--- src/include/pss_defines.vh ---
// Constants for the profiling state save image: offsets, field positions and sizes.
`ifndef PSS_DEFINES_VH
`define PSS_DEFINES_VH
`define PSS_FEATURE_BIT        62
`define PSS_IMAGE_BYTES        128
`define PSS_AREA_OFFSET        13'h340
`define PSS_WORDS              16
`define PSS_WORD_IDX_W         4
`define PSS_NUM_EVENTS         6
`define PSS_FLAG_FIRST         1
`define PSS_RING_SIZE_W        28
`define PSS_W_CB_ADDR          4'h0
`define PSS_W_FLAGS_HEAD       4'h1
`define PSS_W_RING_BASE        4'h2
`define PSS_W_SIZE_FILTER      4'h3
`define PSS_W_PENDING_FIRST    4'h4
`define PSS_W_PENDING_LAST     4'h7
`define PSS_W_COUNT_12         4'h8
`define PSS_W_COUNT_34         4'h9
`define PSS_W_COUNT_56         4'ha
`define PSS_PENDING_ID_W       8
`endif

--- src/logic/pss_save_area.v ---
// Profiling state holder with save-image emitter and restore loader.
// Behaviour
// - Bit 62 of the feature enable register gates save and restore of profiling state.
// - Image is 128 bytes at offset 832 of the save area.
// - Bytes 7-0 hold control block address; zero means profiling disabled.
// - Flag bit 1 marks event 1 active; restore loads counter from slot one.
// - Flag bits 6:2 serve events 2-6; bit 0, 15:7 and next bytes reserved.
// - Head offset bytes 15-12, base 23-16, size bits 27:0 of next word.
// - Bytes 31-28 hold filter settings as in the control block.
// - Bytes 63-32 hold pending record; zero identifier means none pending.
// - Counters 1-6 in bytes 64-87, valid per flag; 127-88 reserved.
// - All reserved fields and bits in the image are zero.
// - Disabled save stores nothing and clears header bitmap bit 62.
// - Enabled save copies state, storing zero for counters whose flag is clear, and sets header bitmap bit 62.
// - Restore with bitmap bit clear loads defaults, disabling profiling.
`timescale 1ns/100ps
`include "pss_defines.vh"
module pss_save_area (
  input  wire         clk,
  input  wire         rst,
  input  wire [63:0]  extended_feature_enable_reg,
  input  wire         save_req,
  input  wire         save_feature_sel,
  input  wire         restore_req,
  input  wire         restore_feature_sel,
  input  wire [63:0]  restore_bitmap,
  input  wire         restore_word_valid,
  input  wire [63:0]  restore_word,
  input  wire         live_load,
  input  wire [63:0]  live_cb_addr,
  input  wire [31:0]  live_head,
  input  wire [63:0]  live_base,
  input  wire [27:0]  live_size,
  input  wire [31:0]  live_filter,
  input  wire [255:0] live_pending,
  input  wire [6:0]   live_flags,
  input  wire [191:0] live_counts,
  output reg          image_valid,
  output reg  [12:0]  image_addr,
  output reg  [63:0]  image_data,
  output reg          bitmap_write,
  output reg          bitmap_bit,
  output reg          busy,
  output reg          done,
  output reg          profiling_offered,
  output reg          profiling_enabled,
  output reg  [63:0]  active_control_block_addr,
  output reg  [6:0]   counter_active_flags,
  output reg  [31:0]  ring_head_offset,
  output reg  [63:0]  ring_base_addr,
  output reg  [27:0]  ring_size,
  output reg  [31:0]  filter_bits,
  output reg  [255:0] pending_event_image,
  output reg          pending_valid,
  output reg  [191:0] event_counts
);
  localparam [3:0] ST_IDLE = 4'b0001;
  localparam [3:0] ST_SAVE = 4'b0010;
  localparam [3:0] ST_LOAD = 4'b0100;
  localparam [3:0] ST_DONE = 4'b1000;

  reg  [3:0]  state;
  reg  [3:0]  idx;
  wire [63:0] mux_word;
  wire        offered = extended_feature_enable_reg[`PSS_FEATURE_BIT];
  wire        enabled = (active_control_block_addr != 64'h0);

  pss_word_mux u_mux (
    .idx     (idx),
    .cb_addr (active_control_block_addr),
    .flags   (counter_active_flags),
    .head    (ring_head_offset),
    .base    (ring_base_addr),
    .size    (ring_size),
    .filt    (filter_bits),
    .pend    (pending_event_image),
    .cnt     (event_counts),
    .word    (mux_word)
  );

  always @(posedge clk or posedge rst) begin
    if (rst) begin
      state <= ST_IDLE;
      idx <= 4'h0;
      image_valid <= 1'b0;
      image_addr <= 13'h0000;
      image_data <= 64'h0;
      bitmap_write <= 1'b0;
      bitmap_bit <= 1'b0;
      busy <= 1'b0;
      done <= 1'b0;
      profiling_offered <= 1'b0;
      profiling_enabled <= 1'b0;
      active_control_block_addr <= 64'h0;
      counter_active_flags <= 7'h00;
      ring_head_offset <= 32'h0;
      ring_base_addr <= 64'h0;
      ring_size <= 28'h0;
      filter_bits <= 32'h0;
      pending_event_image <= 256'h0;
      pending_valid <= 1'b0;
      event_counts <= 192'h0;
    end else begin
      image_valid <= 1'b0;
      bitmap_write <= 1'b0;
      done <= 1'b0;
      profiling_offered <= offered;
      profiling_enabled <= enabled;
      pending_valid <= (pending_event_image[`PSS_PENDING_ID_W-1:0] != 8'h00);
      case (state)
        ST_IDLE: begin
          if (live_load) begin
            active_control_block_addr <= live_cb_addr;
            counter_active_flags <= {live_flags[6:1], 1'b0};
            ring_head_offset <= live_head;
            ring_base_addr <= live_base;
            ring_size <= live_size;
            filter_bits <= live_filter;
            pending_event_image <= live_pending;
            event_counts <= live_counts;
          end else if (save_req && offered && save_feature_sel) begin
            bitmap_write <= 1'b1;
            bitmap_bit <= enabled;
            busy <= 1'b1;
            idx <= 4'h0;
            if (enabled) begin
              state <= ST_SAVE;
            end else begin
              state <= ST_DONE;
            end
          end else if (restore_req && offered && restore_feature_sel) begin
            busy <= 1'b1;
            idx <= 4'h0;
            if (restore_bitmap[`PSS_FEATURE_BIT]) begin
              state <= ST_LOAD;
            end else begin
              // Defaults: address zero disables profiling, other state is cleared.
              active_control_block_addr <= 64'h0;
              counter_active_flags <= 7'h00;
              ring_head_offset <= 32'h0;
              ring_base_addr <= 64'h0;
              ring_size <= 28'h0;
              filter_bits <= 32'h0;
              pending_event_image <= 256'h0;
              event_counts <= 192'h0;
              state <= ST_DONE;
            end
          end
        end
        ST_SAVE: begin
          image_valid <= 1'b1;
          image_data <= mux_word;
          image_addr <= `PSS_AREA_OFFSET + {6'h00, idx, 3'h0};
          idx <= idx + 4'h1;
          if (idx == 4'hf) begin
            state <= ST_DONE;
          end
        end
        ST_LOAD: begin
          if (restore_word_valid) begin
            case (idx)
              `PSS_W_CB_ADDR:     active_control_block_addr <= restore_word;
              `PSS_W_FLAGS_HEAD: begin
                counter_active_flags <= {restore_word[6:1], 1'b0};
                ring_head_offset <= restore_word[63:32];
              end
              `PSS_W_RING_BASE:   ring_base_addr <= restore_word;
              `PSS_W_SIZE_FILTER: begin
                ring_size <= restore_word[27:0];
                filter_bits <= restore_word[63:32];
              end
              4'h4:               pending_event_image[63:0] <= restore_word;
              4'h5:               pending_event_image[127:64] <= restore_word;
              4'h6:               pending_event_image[191:128] <= restore_word;
              4'h7:               pending_event_image[255:192] <= restore_word;
              `PSS_W_COUNT_12:    event_counts[63:0] <= restore_word;
              `PSS_W_COUNT_34:    event_counts[127:64] <= restore_word;
              `PSS_W_COUNT_56:    event_counts[191:128] <= restore_word;
              default:            idx <= idx;
            endcase
            idx <= idx + 4'h1;
            if (idx == 4'hf) begin
              state <= ST_DONE;
            end
          end
        end
        ST_DONE: begin
          // A zero address clears the counter active flags loaded with it.
          if (active_control_block_addr == 64'h0) begin
            counter_active_flags <= 7'h00;
          end
          busy <= 1'b0;
          done <= 1'b1;
          state <= ST_IDLE;
        end
        default: begin
          state <= ST_IDLE;
          busy <= 1'b0;
        end
      endcase
    end
  end
endmodule // pss_save_area

--- src/logic/pss_word_mux.v ---
// Selects one 64-bit word of the profiling save image by index.
`timescale 1ns/100ps
`include "pss_defines.vh"
module pss_word_mux (
  input  wire [3:0]   idx,
  input  wire [63:0]  cb_addr,
  input  wire [6:0]   flags,
  input  wire [31:0]  head,
  input  wire [63:0]  base,
  input  wire [27:0]  size,
  input  wire [31:0]  filt,
  input  wire [255:0] pend,
  input  wire [191:0] cnt,
  output reg  [63:0]  word
);
  wire [5:0] cmask;
  wire [191:0] cgated;
  genvar g;
  // Counters are stored only when their flag is set; others stay zero.
  generate
    for (g = 0; g < `PSS_NUM_EVENTS; g = g + 1) begin : gc
      assign cmask[g] = flags[g + `PSS_FLAG_FIRST];
      assign cgated[g*32 +: 32] = cmask[g] ? cnt[g*32 +: 32] : 32'h0000_0000;
    end
  endgenerate

  always @* begin
    case (idx)
      `PSS_W_CB_ADDR:     word = cb_addr;
      `PSS_W_FLAGS_HEAD:  word = {head, 16'h0000, 9'h000, flags[6:1], 1'b0};
      `PSS_W_RING_BASE:   word = base;
      `PSS_W_SIZE_FILTER: word = {filt, 4'h0, size};
      4'h4:               word = pend[63:0];
      4'h5:               word = pend[127:64];
      4'h6:               word = pend[191:128];
      `PSS_W_PENDING_LAST: word = pend[255:192];
      `PSS_W_COUNT_12:    word = cgated[63:0];
      `PSS_W_COUNT_34:    word = cgated[127:64];
      `PSS_W_COUNT_56:    word = cgated[191:128];
      default:            word = 64'h0;
    endcase
  end
endmodule // pss_word_mux

--- config.mk ---
export PLATFORM = sky130hd
export DESIGN_NAME = pss_save_area
export DESIGN_NICKNAME = d
export VERILOG_FILES = /design/src/logic/pss_save_area.v /design/src/logic/pss_word_mux.v
export VERILOG_INCLUDE_DIRS = /design/src /design/src/include
export SDC_FILE = /design/constraint.sdc
export NUM_CORES = 2
export LEC_CHECK = 0
export BUFFER_PORTS_ARGS = -buffer_cell sky130_fd_sc_hd__buf_2
export CORE_AREA = 2 2 645 647
export CTS_CLUSTER_DIAMETER = 40
export CTS_CLUSTER_SIZE = 24
export DETAILED_ROUTE_END_ITERATION = 10
export DIE_AREA = 0 0 647 649
export GPL_ROUTABILITY_DRIVEN = 0
export GPL_TIMING_DRIVEN = 1
export HOLD_SLACK_MARGIN = 0.06
export SLEW_MARGIN = 20
export SYNTH_ARGS = -nofsm -noshare
export SYNTH_HDL_FRONTEND = slang
export SYNTH_SLANG_ARGS = --single-unit
--- constraint.sdc ---
create_clock -name clk -period 34.6 [get_ports clk]
set_clock_uncertainty 0.05 [all_clocks]
set_input_delay 6.92 -clock clk [delete_from_list [all_inputs] [get_ports clk]]
set_output_delay 6.92 -clock clk [all_outputs]
set_load 0.05 [all_outputs]
=== Yosys cells after proc, flatten, opt, wreduce, memory -nomap -nowiden ===
Index checks and enable logic that the tools add are counted.

* Register bits: 768
* Bits of input ports: 875
* Output and inout bits: 760
* Logic and storage cells: 175

* Add/subtract/negate cells: 2
* Eq/ne operators: 33
* Mux-type cells: 85
* Bitwise logic cells: 2
* Reductions and logical operators: 28

{| class="wikitable"
|+ Operator list
! cell !! count
|-
| 256-bit two-way mux || 5
|-
| 64-bit two-way mux || 16
|-
| 192-bit two-way mux || 5
|-
| 64-bit one-hot mux with 11 select lines || 1
|-
| 256-bit one-hot mux with 2 select lines || 1
|-
| 32-bit two-way mux || 15
|-
| 192-bit one-hot mux with 2 select lines || 1
|-
| 64-bit one-hot mux with 2 select lines || 2
|-
| 28-bit two-way mux || 6
|-
| 32-bit one-hot mux with 2 select lines || 2
|-
| 6-bit AND reduction || 11
|-
| 64-bit zero test || 1
|-
| 64-bit nonzero test || 1
|-
| 28-bit one-hot mux with 2 select lines || 1
|-
| 7-bit two-way mux || 7
|-
| 4-bit two-way mux || 11
|-
| 4-bit one-hot mux with 3 select lines || 2
|-
| 2-bit by 1-bit inequality test with 1-bit output, second input constant || 11
|-
| 7-bit one-hot mux with 3 select lines || 1
|-
| 4-bit by 3-bit equality test with 1-bit output, second input constant || 5
|-
| 4-bit equality test, second input constant || 5
|-
| 4-bit by 2-bit equality test with 1-bit output, second input constant || 3
|-
| 3-bit inequality test, second input constant || 4
|-
| 10-bit by 7-bit adder with 11-bit output, first input constant || 1
|-
| 15 further kinds || 32
|}

=== Logic depth before layout (Yosys ltp) ===
* Word-level depth: 6
* Gate-level depth with buffers: 10
* Depth with buffers taken out: 7

=== Modules after synthesis ===
From an unflattened synthesis, not the netlist that was laid out.

* Cell total of the unflattened synthesis: 3819
* Area total of the unflattened synthesis: 35619.2 um^2

{| class="wikitable"
|+ Modules (own cells, without submodules)
! module !! times used !! cells an instance !! area each (um^2) !! seq. area each (um^2)
|-
| pss_save_area || 1 || 3342 || 31747.9 || 19019.5
|-
| pss_word_mux || 1 || 477 || 3871.2 || 0.0
|}

=== Least setup slack after synthesis ===
No wires, ideal clock.

* Kind: input port to flip-flop
* Start point: input port extended_feature_enable_reg[62]
* End point: register filter_bits[0]
* Setup time: 0.079 ns
* Data arrival time: 8.197 ns
* Path slack: 26.273 ns
* Cell stages on the path: 8
* Path buffers: 3
* Cell sequence: and4b_1 a21oi_1 o21ai_2 buf_6 o21ai_1 clkbuf_1 buf_2 mux2i_1

* Word-level cells in the longest chain between the ends: 4

{| class="wikitable"
|+ Ends and longest elaborated chain
! what !! RTL line !! text
|-
| from (decl) || pss_save_area.v:21 || <nowiki>input wire [63:0] extended_feature_enable_reg,</nowiki>
|-
| 1-bit logical AND (on tied branches) (2 in series) || pss_save_area.v:131, pss_save_area.v:121 ||
|-
| 3-bit inequality test (no line) || -- ||
|-
| 6-bit AND reduction (no line) (*) || -- ||
|-
| to (signal assigned) || pss_save_area.v:118 || <nowiki>filter_bits <= live_filter;</nowiki>
|-
| to (signal assigned) || pss_save_area.v:170 || <nowiki>filter_bits <= restore_word[63:32];</nowiki>
|-
| to (decl) || pss_save_area.v:52 || <nowiki>output reg [31:0] filter_bits,</nowiki>
|}

Every way passes the cells marked *; elsewhere a longest branch is shown, timed or not.
A chain may end at the register's enable or synchronous reset.

=== Worst setup path after layout ===
* Start point: input port live_load
* End point: register pending_event_image[43]

* Word-level cells in the longest chain between the ends: 2

{| class="wikitable"
|+ Ends and longest elaborated chain
! what !! RTL line !! text
|-
| from (decl) || pss_save_area.v:29 || <nowiki>input wire live_load,</nowiki>
|-
| 3-bit inequality test (no line) or 256-bit two-way mux (tied branches) || -- ||
|-
| 6-bit AND reduction (no line) or 256-bit one-hot mux with 2 select lines (tied branches) || -- ||
|-
| to (signal assigned) || pss_save_area.v:119 || <nowiki>pending_event_image <= live_pending;</nowiki>
|-
| to (signal assigned) || pss_save_area.v:172 || <nowiki>4'h4: pending_event_image[63:0] <= restore_word;</nowiki>
|-
| to (decl) || pss_save_area.v:53 || <nowiki>output reg [255:0] pending_event_image,</nowiki>
|}

Parallel ways exist; a longest one is shown, timed or not.

==> flow_metrics.tcl <==
set metrics [dict create \
    dieWidth_um 647 \
    switching_share_pct 57.30 \
    grt_setup_unrepaired "no" \
    slew_headroom_pct 25.05 \
    crit_fanout 86 \
    wl_per_cell_um 36.14 \
    synthSimpleGateAreaFrac_pct 3.978 \
    crit_path_end_kind "flip-flop" \
    cts_max_path_buffers 4 \
    core_area_um2 412500 \
    yosysTopAreaCellShare_pct 49.25 \
    final_cell_area_um2 58860 \
    critPathArrivalTime_ns 10.79 \
    grtUsageTotal_pct 18.23 \
    p_int_mw 3.151 \
    drt-initial-drc-count 5954 \
    synth_edf_count 0 \
    synth_top_family_by_area "compound AO/OA/AOI/OAI gates" \
    period_share_pct 28.98 \
    syn_area_per_cell_um2 9.980 \
    ys_ff_latch 760 \
    p_per_area_nw_per_um2 125.4 \
    clk_latency_ns 0.89 \
    layout_commonest_cell "buf_2" \
    worst_slack_ns 24.57 \
    grt_pass1_wl_um 486700 \
    fmax_mhz 99.72 \
    totalWireLength_um 398800 \
    hpwl_um 325300 \
    globalRouteOverflowTotal 0 \
    path_clk_slew_ns 0.05 \
    async_reset_ff_share_pct 100.0 \
    cts.repair.resized 0 \
    num-nets-final 6194 \
    grt_pass1_vias 39545 \
    crit_type "input pin to flip-flop" \
    outcome "finished clean" \
    final_cell_mix "1501 x buf_2, 757 x dfrtp_1, 744 x a21oi_1" \
    worstHoldPathType "flip-flop to flip-flop" \
    ant_nets 0 \
    dieHeight_um 649 \
    whs_ns 0.4181 \
    synth-warning-count 0 \
    rows 236 \
    pin_count 1635 \
    via_per_inst 3.779 \
    worst_pin_slew_ns 1.122 \
    regArea_um2 19030 \
    cap_violations 0 \
    synthCells 3864 \
    dieArea_um2 419900 \
    synth.area.top_cells "dfrtp_1 49%, mux2i_1 16%, a21oi_1 9.7%" \
    multiInputGateArea_um2 15700 \
    drc_errors 0 \
    pwr-share-seq_pct 24.9 \
    grt_max_degree 110 \
    start_util_pct 9.348 \
    ys_types 55 \
    cts_htree_levels 4 \
    min_period_ns 10.03 \
    synth-xor-area-share_pct 0.04543 \
    irDropWorstVdd_uv 71.52 \
    synth_top_area_cell "dfrtp_1" \
    switching_power_mw 4.228 \
    synthAdderAreaFrac_pct 0.1298 \
    setup_viol 0 \
    clock_sinks 760 \
    dpl-instance-area_um2 52500 \
    hold_violations 0 \
    synth-seq-area-share_pct 49.32 \
    required_ns 35.36 \
    cp-start-kind "input pin" \
    cts_hold_buffers 0 \
    combPwrFrac_pct 51.2 \
    cts_tree "yes" \
    fin_cells 11033 \
    muxShareOfSynthArea_pct 16.29 \
    drtPass1Iterations 9 \
    power.leakage_nw 29.21 \
    numCtsBuffers 172 \
    ctsRootBufferMaster "clkbuf_16" \
    drive_above_1_share_pct 36.63 \
    dp_slack_ns 23.69 \
    area_growth_pct 52.64 \
    cts_setup_buffers 0 \
    pwr-share-clk_pct 23.9 \
    synth_ff_type "dfrtp_1" \
    antenna_found_initial 172 \
    synth_compound_area_share_pct 19.36 \
    synthesis.area_um2 38560 \
    nFillCells 46784 \
    place_inst 10614 \
    vias 41694 \
    setup_tns_ns 0 \
    slew_violations 0 \
    portBuffers 1500 \
]
[flip-flops by register name (all words and copies together) (netlist names), 4 cells and up]
| signal | flops |
|---|---|
| active_control_block_addr | 64 |
| counter_active_flags | 6 |
| event_counts | 192 |
| filter_bits | 32 |
| idx | 4 |
| image_addr | 6 |
| image_data | 64 |
| pending_event_image | 256 |
| ring_base_addr | 64 |
| ring_head_offset | 32 |
| ring_size | 28 |
| state | 4 |
[path summary, 6_finish.rpt]
kind	slack (ns)	startpoint	cells past startpoint	endpoint
max	24.57	live_load	7	pending_event_image[43]
min	0.42	image_data[33]	2	image_data[33]
max reg2reg	29.95	state[0]	7	pending_event_image[43]
min reg2reg	0.42	image_data[33]	2	image_data[33]
max in group asynchronous	25.43	rst	5	image_data[57]
min in group asynchronous	6.02	rst	2	pending_event_image[17]
[power by group through the flow]
| stage | clock, mW | combinational (mW) | sequential [mW] |
|---|---|---|---|
| 3_3_place_gp | 0 | 3.85 | 1.82 |
| 3_5_place_dp | 0 | 3.87 | 1.83 |
| 6_report | 1.77 | 3.78 | 1.84 |
| 2_1_floorplan | 0 | 0.812 | 2.93 |
| 5_1_grt | 1.83 | 3.94 | 1.87 |
| 4_1_cts | 1.80 | 3.88 | 1.83 |
[critical path, cell delays in order]
cell     delay, ns
buf_2         0.13
and2_4        0.66
buf_4         0.70
buf_4         0.73
buf_4         0.91
a21oi_1       0.29
mux2i_1       0.19
[synthesized netlist by cell type, types with 2 or more instances]
cell type / n
and2_1: 65
o21ai_2: 2
a211oi_1: 5
inv_1: 619
a221oi_1: 49
a32oi_1: 14
o2bb2ai_1: 12
mux2i_1: 622
nand2_1: 60
nand4_1: 7
mux2_2: 5
nor2b_1: 4
nand3_1: 58
a22oi_1: 78
nor3_1: 2
a21oi_1: 744
o22ai_1: 5
a31oi_1: 72
clkbuf_1: 147
dfrtp_1: 759
o21ai_0: 56
and4b_1: 7
buf_6: 20
buf_2: 91
or3_1: 2
and3b_1: 4
xnor2_1: 2
ha_1: 4
buf_4: 68
nor3b_1: 4
a222oi_1: 94
a32o_1: 5
a22o_1: 67
and3_1: 8
buf_1: 31
nor2_1: 18
o21ai_1: 8
nor4b_1: 4
or4b_1: 2
nor4_1: 19
nand2b_1: 7
[metrics by stage]
stage / total power, mW / utilization (%)
floorplan: 3.745 / -
CTS: 7.506 / 14.20
finish: 7.379 / 14.27
global placement: 5.668 / 12.71
detailed placement: 5.702 / 12.73
global route: 7.644 / 14.24
[cell families after synthesis]
kind of cell    count (synthesis)
flops                         760
other cells                     1
compound gates               1217
mux                           627
xor+xnor                        2
buf+inv                       977
simple gates                  276
fa+ha+maj                       4
[metal layers]
layer	vias to the layer above	track usage, %	part of all wire (%)
li1	16660	-	-
met1	20741	19.55	35
met2	3314	30.94	47
met3	911	7.299	11
met4	68	8.992	6.4
met5	-	0	0.11
[final cells by class]
cell class | count | share of cell area, %
antenna | 105 | 0.4464
clock buffer | 195 | 7.752
clock inverter | 118 | 2.559
inverter | 619 | 3.960
multi-input combinational | 2133 | 26.68
sequential | 760 | 32.33
tap | 5474 | 11.64
timing repair buffer | 1629 | 14.64
Note: power is estimated with default switching activity, not from simulation.
